## config.mk

```make
export PLATFORM = sky130hd
export DESIGN_NAME = ises_top
export DESIGN_NICKNAME = d
export VERILOG_FILES = /design/src/include/ises_pkg.sv /design/src/rtl/ises_top.sv
export SDC_FILE = /design/constraint.sdc
export NUM_CORES = 1
export LEC_CHECK = 0
export BUFFER_PORTS_ARGS = -buffer_cell sky130_fd_sc_hd__buf_2
export CAP_MARGIN = 0
export CORE_MARGIN = 4
export CORE_UTILIZATION = 49
export DETAILED_ROUTE_END_ITERATION = 8
export GPL_TIMING_DRIVEN = 0
export MAX_ROUTING_LAYER = met4
export PLACE_DENSITY_LB_ADDON = 0.3
export SLEW_MARGIN = 20
export SYNTH_ARGS = -nofsm -noshare
export SYNTH_HDL_FRONTEND = slang
export SYNTH_SLANG_ARGS = --single-unit
export TNS_END_PERCENT = 1
```

## constraint.sdc

```tcl
create_clock -name clk -period 1.9 [get_ports clk]
set_input_delay 0.095 -clock clk [delete_from_list [all_inputs] [get_ports clk]]
set_output_delay 0.095 -clock clk [all_outputs]
set_load 0.05 [all_outputs]
```

## src/include/ises_pkg.sv

```systemverilog
// package: constants and carrier types for the interface signal event status block
package ises_pkg;

   // live signal positions in the 6-bit interface status
   localparam int SIG_W = 6;
   localparam int REG_W = 8;
   localparam int SW_HI_POS = 5;
   localparam int SW_LO_POS = 4;

   // reset values
   localparam logic [SIG_W-1:0] SIG_RST = 6'h00;
   localparam logic [REG_W-1:0] REG_RST = 8'h00;
   localparam logic [9:0] ERR_NONE = 10'h000;

   // error codes
   localparam logic [9:0] ERR_CMD_FIRST = 10'h064;   // 100
   localparam logic [9:0] ERR_CMD_LAST = 10'h06B;    // 107
   localparam logic [9:0] ERR_STR_LONG = 10'h069;    // 105
   localparam logic [9:0] ERR_EXE_FIRST = 10'h0C8;   // 200
   localparam logic [9:0] ERR_EXE_LAST = 10'h0E0;    // 224
   localparam logic [9:0] ERR_UNTERM = 10'h12C;      // 300
   localparam logic [9:0] ERR_DEADLOCK = 10'h12D;    // 301
   localparam logic [9:0] ERR_INTERRUPT = 10'h12E;   // 302

   // longest accepted string argument
   localparam int STR_MAX = 254;
   localparam logic [8:0] STR_MAX_LEN = 9'h0FE;

   // remote-control modes
   typedef enum logic [1:0] {
      ISES_MODE_TERMINAL = 2'b00,
      ISES_MODE_COMPUTER = 2'b01,
      ISES_MODE_PARALLEL = 2'b10
   } ises_mode_e;

   // register selector for the query port
   typedef enum logic [2:0] {
      ISES_SEL_HIST = 3'b000,
      ISES_SEL_HIST_EN = 3'b001,
      ISES_SEL_LOSS = 3'b010,
      ISES_SEL_LOSS_EN = 3'b011,
      ISES_SEL_ERROR = 3'b100
   } ises_sel_e;

   // query or enable-write request
   typedef struct packed {
      logic rd;
      logic wr;
      ises_sel_e sel;
      logic [REG_W-1:0] wdata;
   } ises_req_s;

   // error reporting events from the command parser
   typedef struct packed {
      logic cmd_err;
      logic [2:0] cmd_idx;
      logic str_len_chk;
      logic [8:0] str_len;
      logic exe_err;
      logic [4:0] exe_idx;
      logic read_unterm;
      logic deadlock;
      logic resp_interrupt;
   } ises_evt_s;

endpackage

```

## src/rtl/ises_top.sv

```systemverilog
// module: interface signal history/loss status with one-entry error buffer
//
// Overview of operation
// - rising live signal sets its history bit; history read clears it
// - bits 7 and 6 of history and loss always read zero
// - history bits 5..4 are switches, 3..0 are leads, names per DCE/DTE
// - loss bit set when its switch turns off or its lead falls
// - loss bits stay latched until the loss register is read
// - summary set when any history bit and its enable are both set
// - summary also set by any enabled loss bit; it is an OR of both
// - error buffer holds one entry; a newer error overwrites it
// - error-available flag set while the buffer holds an entry
// - error query returns entry; only clear-error command empties it
// - terminal mode sends each error out immediately and stores it
// - computer and parallel modes only store errors, never send them
// - parse errors coded 100 through 107
// - string argument over 254 characters gives error 105
// - execution failures coded 200 through 224
// - response read before full message gives error 300, no response
// - deadlock gives error 301, response discarded, commands still run
// - new command before response fully read discards it, error 302
// - live status bit is 1 while its signal is active
`timescale 1ns/1ps

module ises_top
   import ises_pkg::*;
(
   // clock and reset
   input wire logic clk,
   input wire logic rst_n,
   // live handshake signals, 1 = active
   input wire logic [SIG_W-1:0] intf_live,
   input wire logic dte_emul,
   // remote-control mode
   input wire ises_mode_e mode,
   // register query and enable write
   input wire ises_req_s req,
   output logic [REG_W-1:0] rdata,
   output logic rvalid,
   output logic [9:0] err_rdata,
   // error events and clear-error command
   input wire ises_evt_s evt,
   input wire logic clear_err,
   // response handling towards the controller
   output logic resp_suppress,
   output logic resp_discard,
   // status byte contributions
   output logic intf_summary,
   output logic err_avail,
   output logic [REG_W-1:0] live_status,
   output logic live_dte,
   // immediate error transmit in terminal mode
   output logic err_tx_valid,
   output logic [9:0] err_tx_code
);

   ////////////////////////////////////////////////////////////////////
   // state

   logic [SIG_W-1:0] live_q, next_live_q;
   logic [SIG_W-1:0] hist, next_hist;
   logic [SIG_W-1:0] loss, next_loss;
   logic [SIG_W-1:0] hist_en, next_hist_en;
   logic [SIG_W-1:0] loss_en, next_loss_en;
   logic [9:0] err_code, next_err_code;
   logic err_full, next_err_full;
   logic [REG_W-1:0] next_rdata;
   logic next_rvalid;
   logic [9:0] next_err_rdata;
   logic next_summary;
   logic [REG_W-1:0] next_live_status;
   logic next_live_dte;
   logic next_tx_valid;
   logic [9:0] next_tx_code;
   logic next_suppress, next_discard;

   // pads a 6-bit field into an 8-bit register with bits 7..6 zero
   function automatic logic [REG_W-1:0] pad_reg(input logic [SIG_W-1:0] v);
      pad_reg = {2'b00, v};
   endfunction

   // highest-priority error raised this cycle; zero when none
   function automatic logic [9:0] pick_err(input ises_evt_s e);
      pick_err = ERR_NONE;
      if (e.cmd_err) begin
         pick_err = ERR_CMD_FIRST + {7'h00, e.cmd_idx};
      end
      if (e.str_len_chk && (e.str_len > STR_MAX_LEN)) begin
         pick_err = ERR_STR_LONG;
      end
      if (e.exe_err) begin
         pick_err = (e.exe_idx > 5'h18) ? ERR_EXE_LAST
                                         : ERR_EXE_FIRST + {5'h00, e.exe_idx};
      end
      if (e.read_unterm) begin
         pick_err = ERR_UNTERM;
      end
      if (e.deadlock) begin
         pick_err = ERR_DEADLOCK;
      end
      if (e.resp_interrupt) begin
         pick_err = ERR_INTERRUPT;
      end
   endfunction

   ////////////////////////////////////////////////////////////////////
   // edge capture and clear-on-read

   logic [SIG_W-1:0] rise, fall;
   logic rd_hist, rd_loss;
   logic [9:0] new_err;

   always_comb begin
      rise = intf_live & ~live_q;
      fall = ~intf_live & live_q;
      rd_hist = req.rd && (req.sel == ISES_SEL_HIST);
      rd_loss = req.rd && (req.sel == ISES_SEL_LOSS);
      next_live_q = intf_live;
      // a read clears only what it returned; a same-cycle edge survives
      next_hist = (rd_hist ? '0 : hist) | rise;
      next_loss = (rd_loss ? '0 : loss) | fall;
      next_hist_en = hist_en;
      next_loss_en = loss_en;
      if (req.wr && (req.sel == ISES_SEL_HIST_EN)) begin
         next_hist_en = req.wdata[SIG_W-1:0];
      end
      if (req.wr && (req.sel == ISES_SEL_LOSS_EN)) begin
         next_loss_en = req.wdata[SIG_W-1:0];
      end
      // computed from next values so the summary tracks the registers
      next_summary = |(next_hist & next_hist_en) | |(next_loss & next_loss_en);
      next_live_status = pad_reg(intf_live);
      next_live_dte = dte_emul;
   end

   ////////////////////////////////////////////////////////////////////
   // error buffer, reporting and query readback

   always_comb begin
      new_err = pick_err(evt);
      next_err_code = err_code;
      next_err_full = err_full;
      if (clear_err) begin
         next_err_full = 1'b0;
      end
      // a new error beats a same-cycle clear so it is never lost
      if (new_err != ERR_NONE) begin
         next_err_code = new_err;
         next_err_full = 1'b1;
      end
      next_tx_valid = (new_err != ERR_NONE) && (mode == ISES_MODE_TERMINAL);
      next_tx_code = new_err;
      next_suppress = evt.read_unterm;
      next_discard = evt.deadlock || evt.resp_interrupt;
      next_rvalid = req.rd;
      next_rdata = REG_RST;
      next_err_rdata = err_rdata;
      if (req.rd) begin
         unique case (req.sel)
            ISES_SEL_HIST: next_rdata = pad_reg(hist);
            ISES_SEL_HIST_EN: next_rdata = pad_reg(hist_en);
            ISES_SEL_LOSS: next_rdata = pad_reg(loss);
            ISES_SEL_LOSS_EN: next_rdata = pad_reg(loss_en);
            ISES_SEL_ERROR: next_err_rdata = err_full ? err_code : ERR_NONE;
            default: next_rdata = REG_RST;
         endcase
      end
   end

   ////////////////////////////////////////////////////////////////////
   // registers

   always_ff @(posedge clk) begin
      if (!rst_n) begin
         live_q <= SIG_RST;
         hist <= SIG_RST;
         loss <= SIG_RST;
         hist_en <= SIG_RST;
         loss_en <= SIG_RST;
         err_code <= ERR_NONE;
         err_full <= 1'b0;
         rdata <= REG_RST;
         rvalid <= 1'b0;
         err_rdata <= ERR_NONE;
         intf_summary <= 1'b0;
         live_status <= REG_RST;
         live_dte <= 1'b0;
         err_tx_valid <= 1'b0;
         err_tx_code <= ERR_NONE;
         resp_suppress <= 1'b0;
         resp_discard <= 1'b0;
      end else begin
         live_q <= next_live_q;
         hist <= next_hist;
         loss <= next_loss;
         hist_en <= next_hist_en;
         loss_en <= next_loss_en;
         err_code <= next_err_code;
         err_full <= next_err_full;
         rdata <= next_rdata;
         rvalid <= next_rvalid;
         err_rdata <= next_err_rdata;
         intf_summary <= next_summary;
         live_status <= next_live_status;
         live_dte <= next_live_dte;
         err_tx_valid <= next_tx_valid;
         err_tx_code <= next_tx_code;
         resp_suppress <= next_suppress;
         resp_discard <= next_discard;
      end
   end

   assign err_avail = err_full;

endmodule

```

# After elaboration in Yosys (flattened, before gate mapping)
# Index checks and enable logic that the tools add are counted.
# W data, S select, Z words.
dict set report totals {
  inputBits 48
  register_bits 77
  elab_cells 64
  out_inout_bits 43
}
dict set report classes {
  n_eq_ne 4
  n_lt_le_gt_ge 2
  n_addsub 2
  muxes 15
  bitwise_logic 9
  reduce_logical 15
}
# cell count
set op_table {}
lappend op_table {{$mux W10} 6}
lappend op_table {{$and A6 B6 Y6} 4}
lappend op_table {{$mux W6} 4}
lappend op_table {{$pmux W6 S4} 1}
lappend op_table {{$not A6 Y6} 2}
lappend op_table {{$or A6 B6 Y6} 2}
lappend op_table {{$reduce_or A6 Y1} 2}
lappend op_table {{$reduce_bool A10 Y1} 1}
lappend op_table {{$add A8 B5 Y9 const A} 1}
lappend op_table {{$gt A9 B8 Y1 const B} 1}
lappend op_table {{$mux W9} 1}
lappend op_table {{$add A7 B3 Y8 const A} 1}
lappend op_table {{$mux W8} 1}
lappend op_table {{$eq A3 B2 Y1 const B} 2}
lappend op_table {{$logic_and A1 B1 Y1} 6}
lappend op_table {{$gt A5 B5 Y1 const B} 1}
lappend op_table {{$reduce_and A2 Y1} 2}
lappend op_table {{$eq A3 B1 Y1 const B} 1}
lappend op_table {{$eq A3 B3 Y1 const B} 1}
lappend op_table {{$logic_not A3 Y1} 1}
lappend op_table {{$logic_not A2 Y1} 1}
lappend op_table {{$mux W1} 2}
lappend op_table {{$reduce_bool A2 Y1} 1}
lappend op_table {{$logic_or A1 B1 Y1} 1}
lappend op_table {{$or A1 B1 Y1} 1}

# Longest topological paths before layout
dict set report depth {
  depth_word 9
  depth_mapped 6
  ltp_nobuf 6
}

# Least setup slack after synthesis
# Ideal clock, no wire load.
dict set report synth_timing {
  kind {register to register}
  startpoint {reg live_q[3]}
  endpoint {reg intf_summary}
  n_path_buf 0
  setup_time_ns 0.132
  setup_slack_ns 0.397
  stages_incl_launch_ff 6
  required_ns 1.768
  t_arrival_ns 1.371
  synth_period_minus_slack_ns 1.503
  cell_sequence {dfxtp_1 > and2b_1 > a21oi_1 > o22ai_1 > nor4_1 > a21oi_1}
}
dict set report synth_between {
  elab_chain_len 6
  word_cells_on_any_way 10
  classes_between {8 x bitwise; 2 x reduce/logical}
}
# item line_no
set synth_lines {}
lappend synth_lines {{start: declaration} ises_top.sv:60} ;# logic [SIG_W-1:0] live_q, next_live_q;
lappend synth_lines {{start signal: assignment} ises_top.sv:193} ;# live_q <= next_live_q;
lappend synth_lines {{$not A6 Y6} ises_top.sv:114} ;# rise = intf_live & ~live_q;
lappend synth_lines {{$and A6 B6 Y6} ises_top.sv:114}
lappend synth_lines {{$or A6 B6 Y6} ises_top.sv:120} ;# next_hist = (rd_hist ? '0 : hist) | rise;
lappend synth_lines {{$and A6 B6 Y6} ises_top.sv:131} ;# next_summary = |(next_hist & next_hist_en) | |(next_loss & next_loss_en);
lappend synth_lines {{$reduce_or A6 Y1} ises_top.sv:131}
lappend synth_lines {{$or A1 B1 Y1 (*)} ises_top.sv:131}
lappend synth_lines {{end signal: assignment} ises_top.sv:203} ;# intf_summary <= next_summary;
lappend synth_lines {{end: declaration} ises_top.sv:48} ;# output logic intf_summary,
# Mark *: on every way between the ends. The rest lies on a longest branch, timed or not.
# A chain may end at the register's enable or synchronous reset.

# Worst setup path after layout
dict set report layout_timing {
  startpoint {in evt[11] (netlist name)}
  endpoint {reg err_tx_valid}
}
dict set report layout_between {
  elab_chain_len 9
}
# item line_no
set layout_lines {}
lappend layout_lines {{start: declaration} ises_top.sv:42} ;# input wire ises_evt_s evt,
lappend layout_lines {{$gt A9 B8 Y1} ises_top.sv:88} ;# if (e.str_len_chk && (e.str_len > STR_MAX_LEN)) begin
lappend layout_lines {{$logic_and A1 B1 Y1} ises_top.sv:88}
lappend layout_lines {{$mux W10} ises_top.sv:88}
lappend layout_lines {{$mux W10} ises_top.sv:91} ;# if (e.exe_err) begin
lappend layout_lines {{$mux W10} ises_top.sv:95} ;# if (e.read_unterm) begin
lappend layout_lines {{$mux W10} ises_top.sv:98} ;# if (e.deadlock) begin
lappend layout_lines {{$mux W10} ises_top.sv:101} ;# if (e.resp_interrupt) begin
lappend layout_lines {{$reduce_bool A10 Y1} ises_top.sv:151} ;# next_tx_valid = (new_err != ERR_NONE) && (mode == ISES_MODE_TERMINAL);
lappend layout_lines {{$logic_and A1 B1 Y1} ises_top.sv:151}
lappend layout_lines {{end signal: assignment} ises_top.sv:206} ;# err_tx_valid <= next_tx_valid;
lappend layout_lines {{end: declaration} ises_top.sv:53} ;# output logic err_tx_valid,
# No other way between the ends.

==> metrics.txt <==
WP data required 2.12 ns; Antenna Cells 0; CP bufs+invs 2; CP Max Fanout 9; CP Cell Sequence buf_2 > nand4_1 > o21bai_1 > a211oi_2 > a2111oi_0 > dlygate4sd3_1; dpl cell area 3206 um^2; Tmin final 1.628 ns; Mean Syn Cell Area around 9.9 um^2; Clock Latency Late Sink 0.33 ns; Slew Limit Fails 0; drt wl/cell around 14 um; GRT Total Usage between 20% and 30%; Fin. Hold Viols 0; area of the multi-input gates 1189 um^2; final setup fails 0; register area about 1400 um^2; Crit. End Element register; Yosys cell types 40; Max-slew headroom about 58%; mux cell area share after synthesis 9.493%; Die ar. 6736 um^2; net count of the finished layout 428; final core utilization 66.95%; leakage roughly 1.6 nW; worst clock skew approximately 0.0048 ns; # DRC 0; top_reg_cell synth dfxtp_1; Post-Synth XOR/XNOR Area 0%; #FFs+latches synth 70; CTS tree done; status finished, final reports clean; compound-cell area share of the yosys netlist 12.33%; area of the mapped netlist about 2700 um^2; final worst slack around 0.27 ns; antenna viol nets, final 0; Row Count 26; vias in the first global route ~2,200; largest family of logic cells by synthesized area simple AND/OR/NAND/NOR gates; CP max stage cell a211oi_2; Via density 5.064; vias roughly 2,300; kind of critical path input pin to register; final instance area ~3500 um^2; placed cells 429; Post-Layout Cell Count ~450; number of setup buffers added after CTS 0; Clock Sinks 70; Slowest Stage Delay on Critical Path approximately 0.61 ns; Pwr Density 907.2 nW/um^2; CTS root buffer clkbuf_8; Hold Crit Class input pin to register; pre-CTS WS between 0.1 and 0.15 ns; arrival time at the worst endpoint approximately 1.9 ns; H-tree depth 3; share of post-route cells with drive strength above 1 a little under a third; worst-margin pin slew roughly 0.63 ns; 1st-iter DRT viols 126; Placer Congestion between 0.8 and 0.9; Pre-antenna DRT Iters 4; hold slack final approximately 0.043 ns; Reg clk slew, reported paths 0.07 ns; # fillers 439; Async SR Flop Fraction 0%; initial antenna violation count 0; GR Overflow Total 0; RSZ-0062 raised after global routing no; total power 3.161 mW; initial core utilization between 50% and 60%; Tcrit/Tclk final 85.67%; critical path startpoint category input pin; Max VDD drop slightly below 600 uV; HPWL Detailed 4724 um; area grow syn2layout 29.60%; hold_buf cts 9; area of the core between 5000 and 6000 um^2; Post-synth EDFFs 0; fmax between 600 and 700 MHz; YS warnings 0; Clock Path Buffers 2; setup TNS 0 ns; Die Span Y ~82 um; io pins 91; Die X just over 80 um; largest net degree at the start of global routing 11; cell count after synthesis 272; post-synthesis adder-cell area fraction 0.4653%; Max-Cap Viols 0; cell family with most CP delay compound AO/OA/AOI/OAI gates; clock buffer count from CTS 9; post-synthesis simple-gate area fraction approximately a fifth; I/O Buffers between 80 and 90; # resized after CTS 0; first-pass GRT wire length 10,130 um; routed wire length 6441 um; part of the Yosys area used for sequential elements about 52%
cell type report:
class | instances | share of cell area (%)
Tap cell | 70 | 2.513
Inverter | 3 | 0.3232
Sequential cell | 70 | 40.22
Timing Repair Buffer | 91 | 14.36
Buffer | 19 | 3.052
Multi-Input combinational cell | 185 | 34.11
Clock inverter | 1 | 0.8618
Clock buffer | 13 | 4.560
sequential cells by signal, indices dropped and copies added (netlist names), 6 cells and up:
name,count
loss_en,6
err_tx_code,9
rdata,6
err_rdata,9
live_q,6
hist_en,6
hist,6
err_code,9
loss,6
per-layer routing:
| layer | up-vias | wire length, um | part of all wire [%] | GRT usage, % |
|---|---|---|---|---|
| met3 | 9 | 420 | 6.5 | 4.715 |
| met1 | 1060 | 3034 | 47 | 26.98 |
| met5 | - | 0 | 0 | - |
| met2 | 74 | 2906 | 45 | 31.02 |
| li1 | 1146 | - | - | - |
| met4 | 0 | 80 | 1.2 | 8.140 |
cells in the mapped netlist (2+ instances only):
cell       number  area share [%]
a2111oi_0       3            0.98
a21o_1          5             1.4
a21oi_1        27             5.0
and2_1          9             2.1
buf_4           9             2.5
clkbuf_1        9             1.3
dfxtp_1        70              52
inv_1           3            0.42
mux2i_1        12             4.5
mux4_2          6             5.0
nand2_1        20             2.8
nand2b_1        2            0.47
nand3_1         9             1.7
nand4_1         2            0.47
nand4bb_1       2            0.84
nor2_1         32             4.5
nor2b_1        20             4.7
nor4_1          2            0.47
o21a_1          3            0.84
o22ai_1         7             1.6
cell usage in the layout, fill, tap and decap left out, types with 2 or more instances in the layout:
cell	Yosys	routed
buf_2	1	83
dfxtp_1	70	70
nor2_1	32	32
a21oi_1	27	27
nor2b_1	20	20
nand2_1	20	20
mux2i_1	12	12
clkbuf_1	9	11
clkbuf_8	0	11
buf_4	9	9
and2_1	9	9
nand3_1	9	9
dlygate4sd3_1	0	9
o22ai_1	7	7
mux4_2	6	6
conb_1	1	6
a21o_1	5	5
inv_1	3	3
o21a_1	3	3
a2111oi_0	3	3
nand4bb_1	2	2
nand2b_1	2	2
nand4_1	2	2
nor4_1	2	2
worst min-delay path, delay by kind of cell:
kind                   cells  cell delay (ns)
and+or+nand+nor            1             0.08
buffers and inverters      1             0.09
muxes                      1             0.08
cell families (layout without fill, tap and decap cells):
kind of cell             after synthesis  after routing
AND/OR/NAND/NOR                      107            107
buffers and inverters                 22            127
multiplexers                          18             18
other                                  1              6
AO/OA/AOI/OAI                         53             53
flip-flops                            70             70
adder cells (fa/ha/maj)                1              1
path summary, 6_finish.rpt:
path / endpoint / depth (start not counted) / slack [ns] / start
worst max-delay path: err_tx_valid / 6 / 0.27 / evt[11]
worst min-delay path: hist_en[2] / 3 / 0.04 / req[2]
worst max register to register: intf_summary / 5 / 0.58 / live_q[2]
worst min register to register: err_code[6] / 2 / 0.45 / err_code[6]
power by group:
part / total, mW / switching (mW) / internal [mW] / leakage, nW
Clock: 1.17 / 0.501 / 0.665 / 0.0956
Combinational: 0.440 / 0.280 / 0.159 / 0.908
Sequential: 1.56 / 0.0270 / 1.53 / 0.575
Total: 3.16 / 0.808 / 2.35 / 1.58
Power figures use the tool's default switching activity.
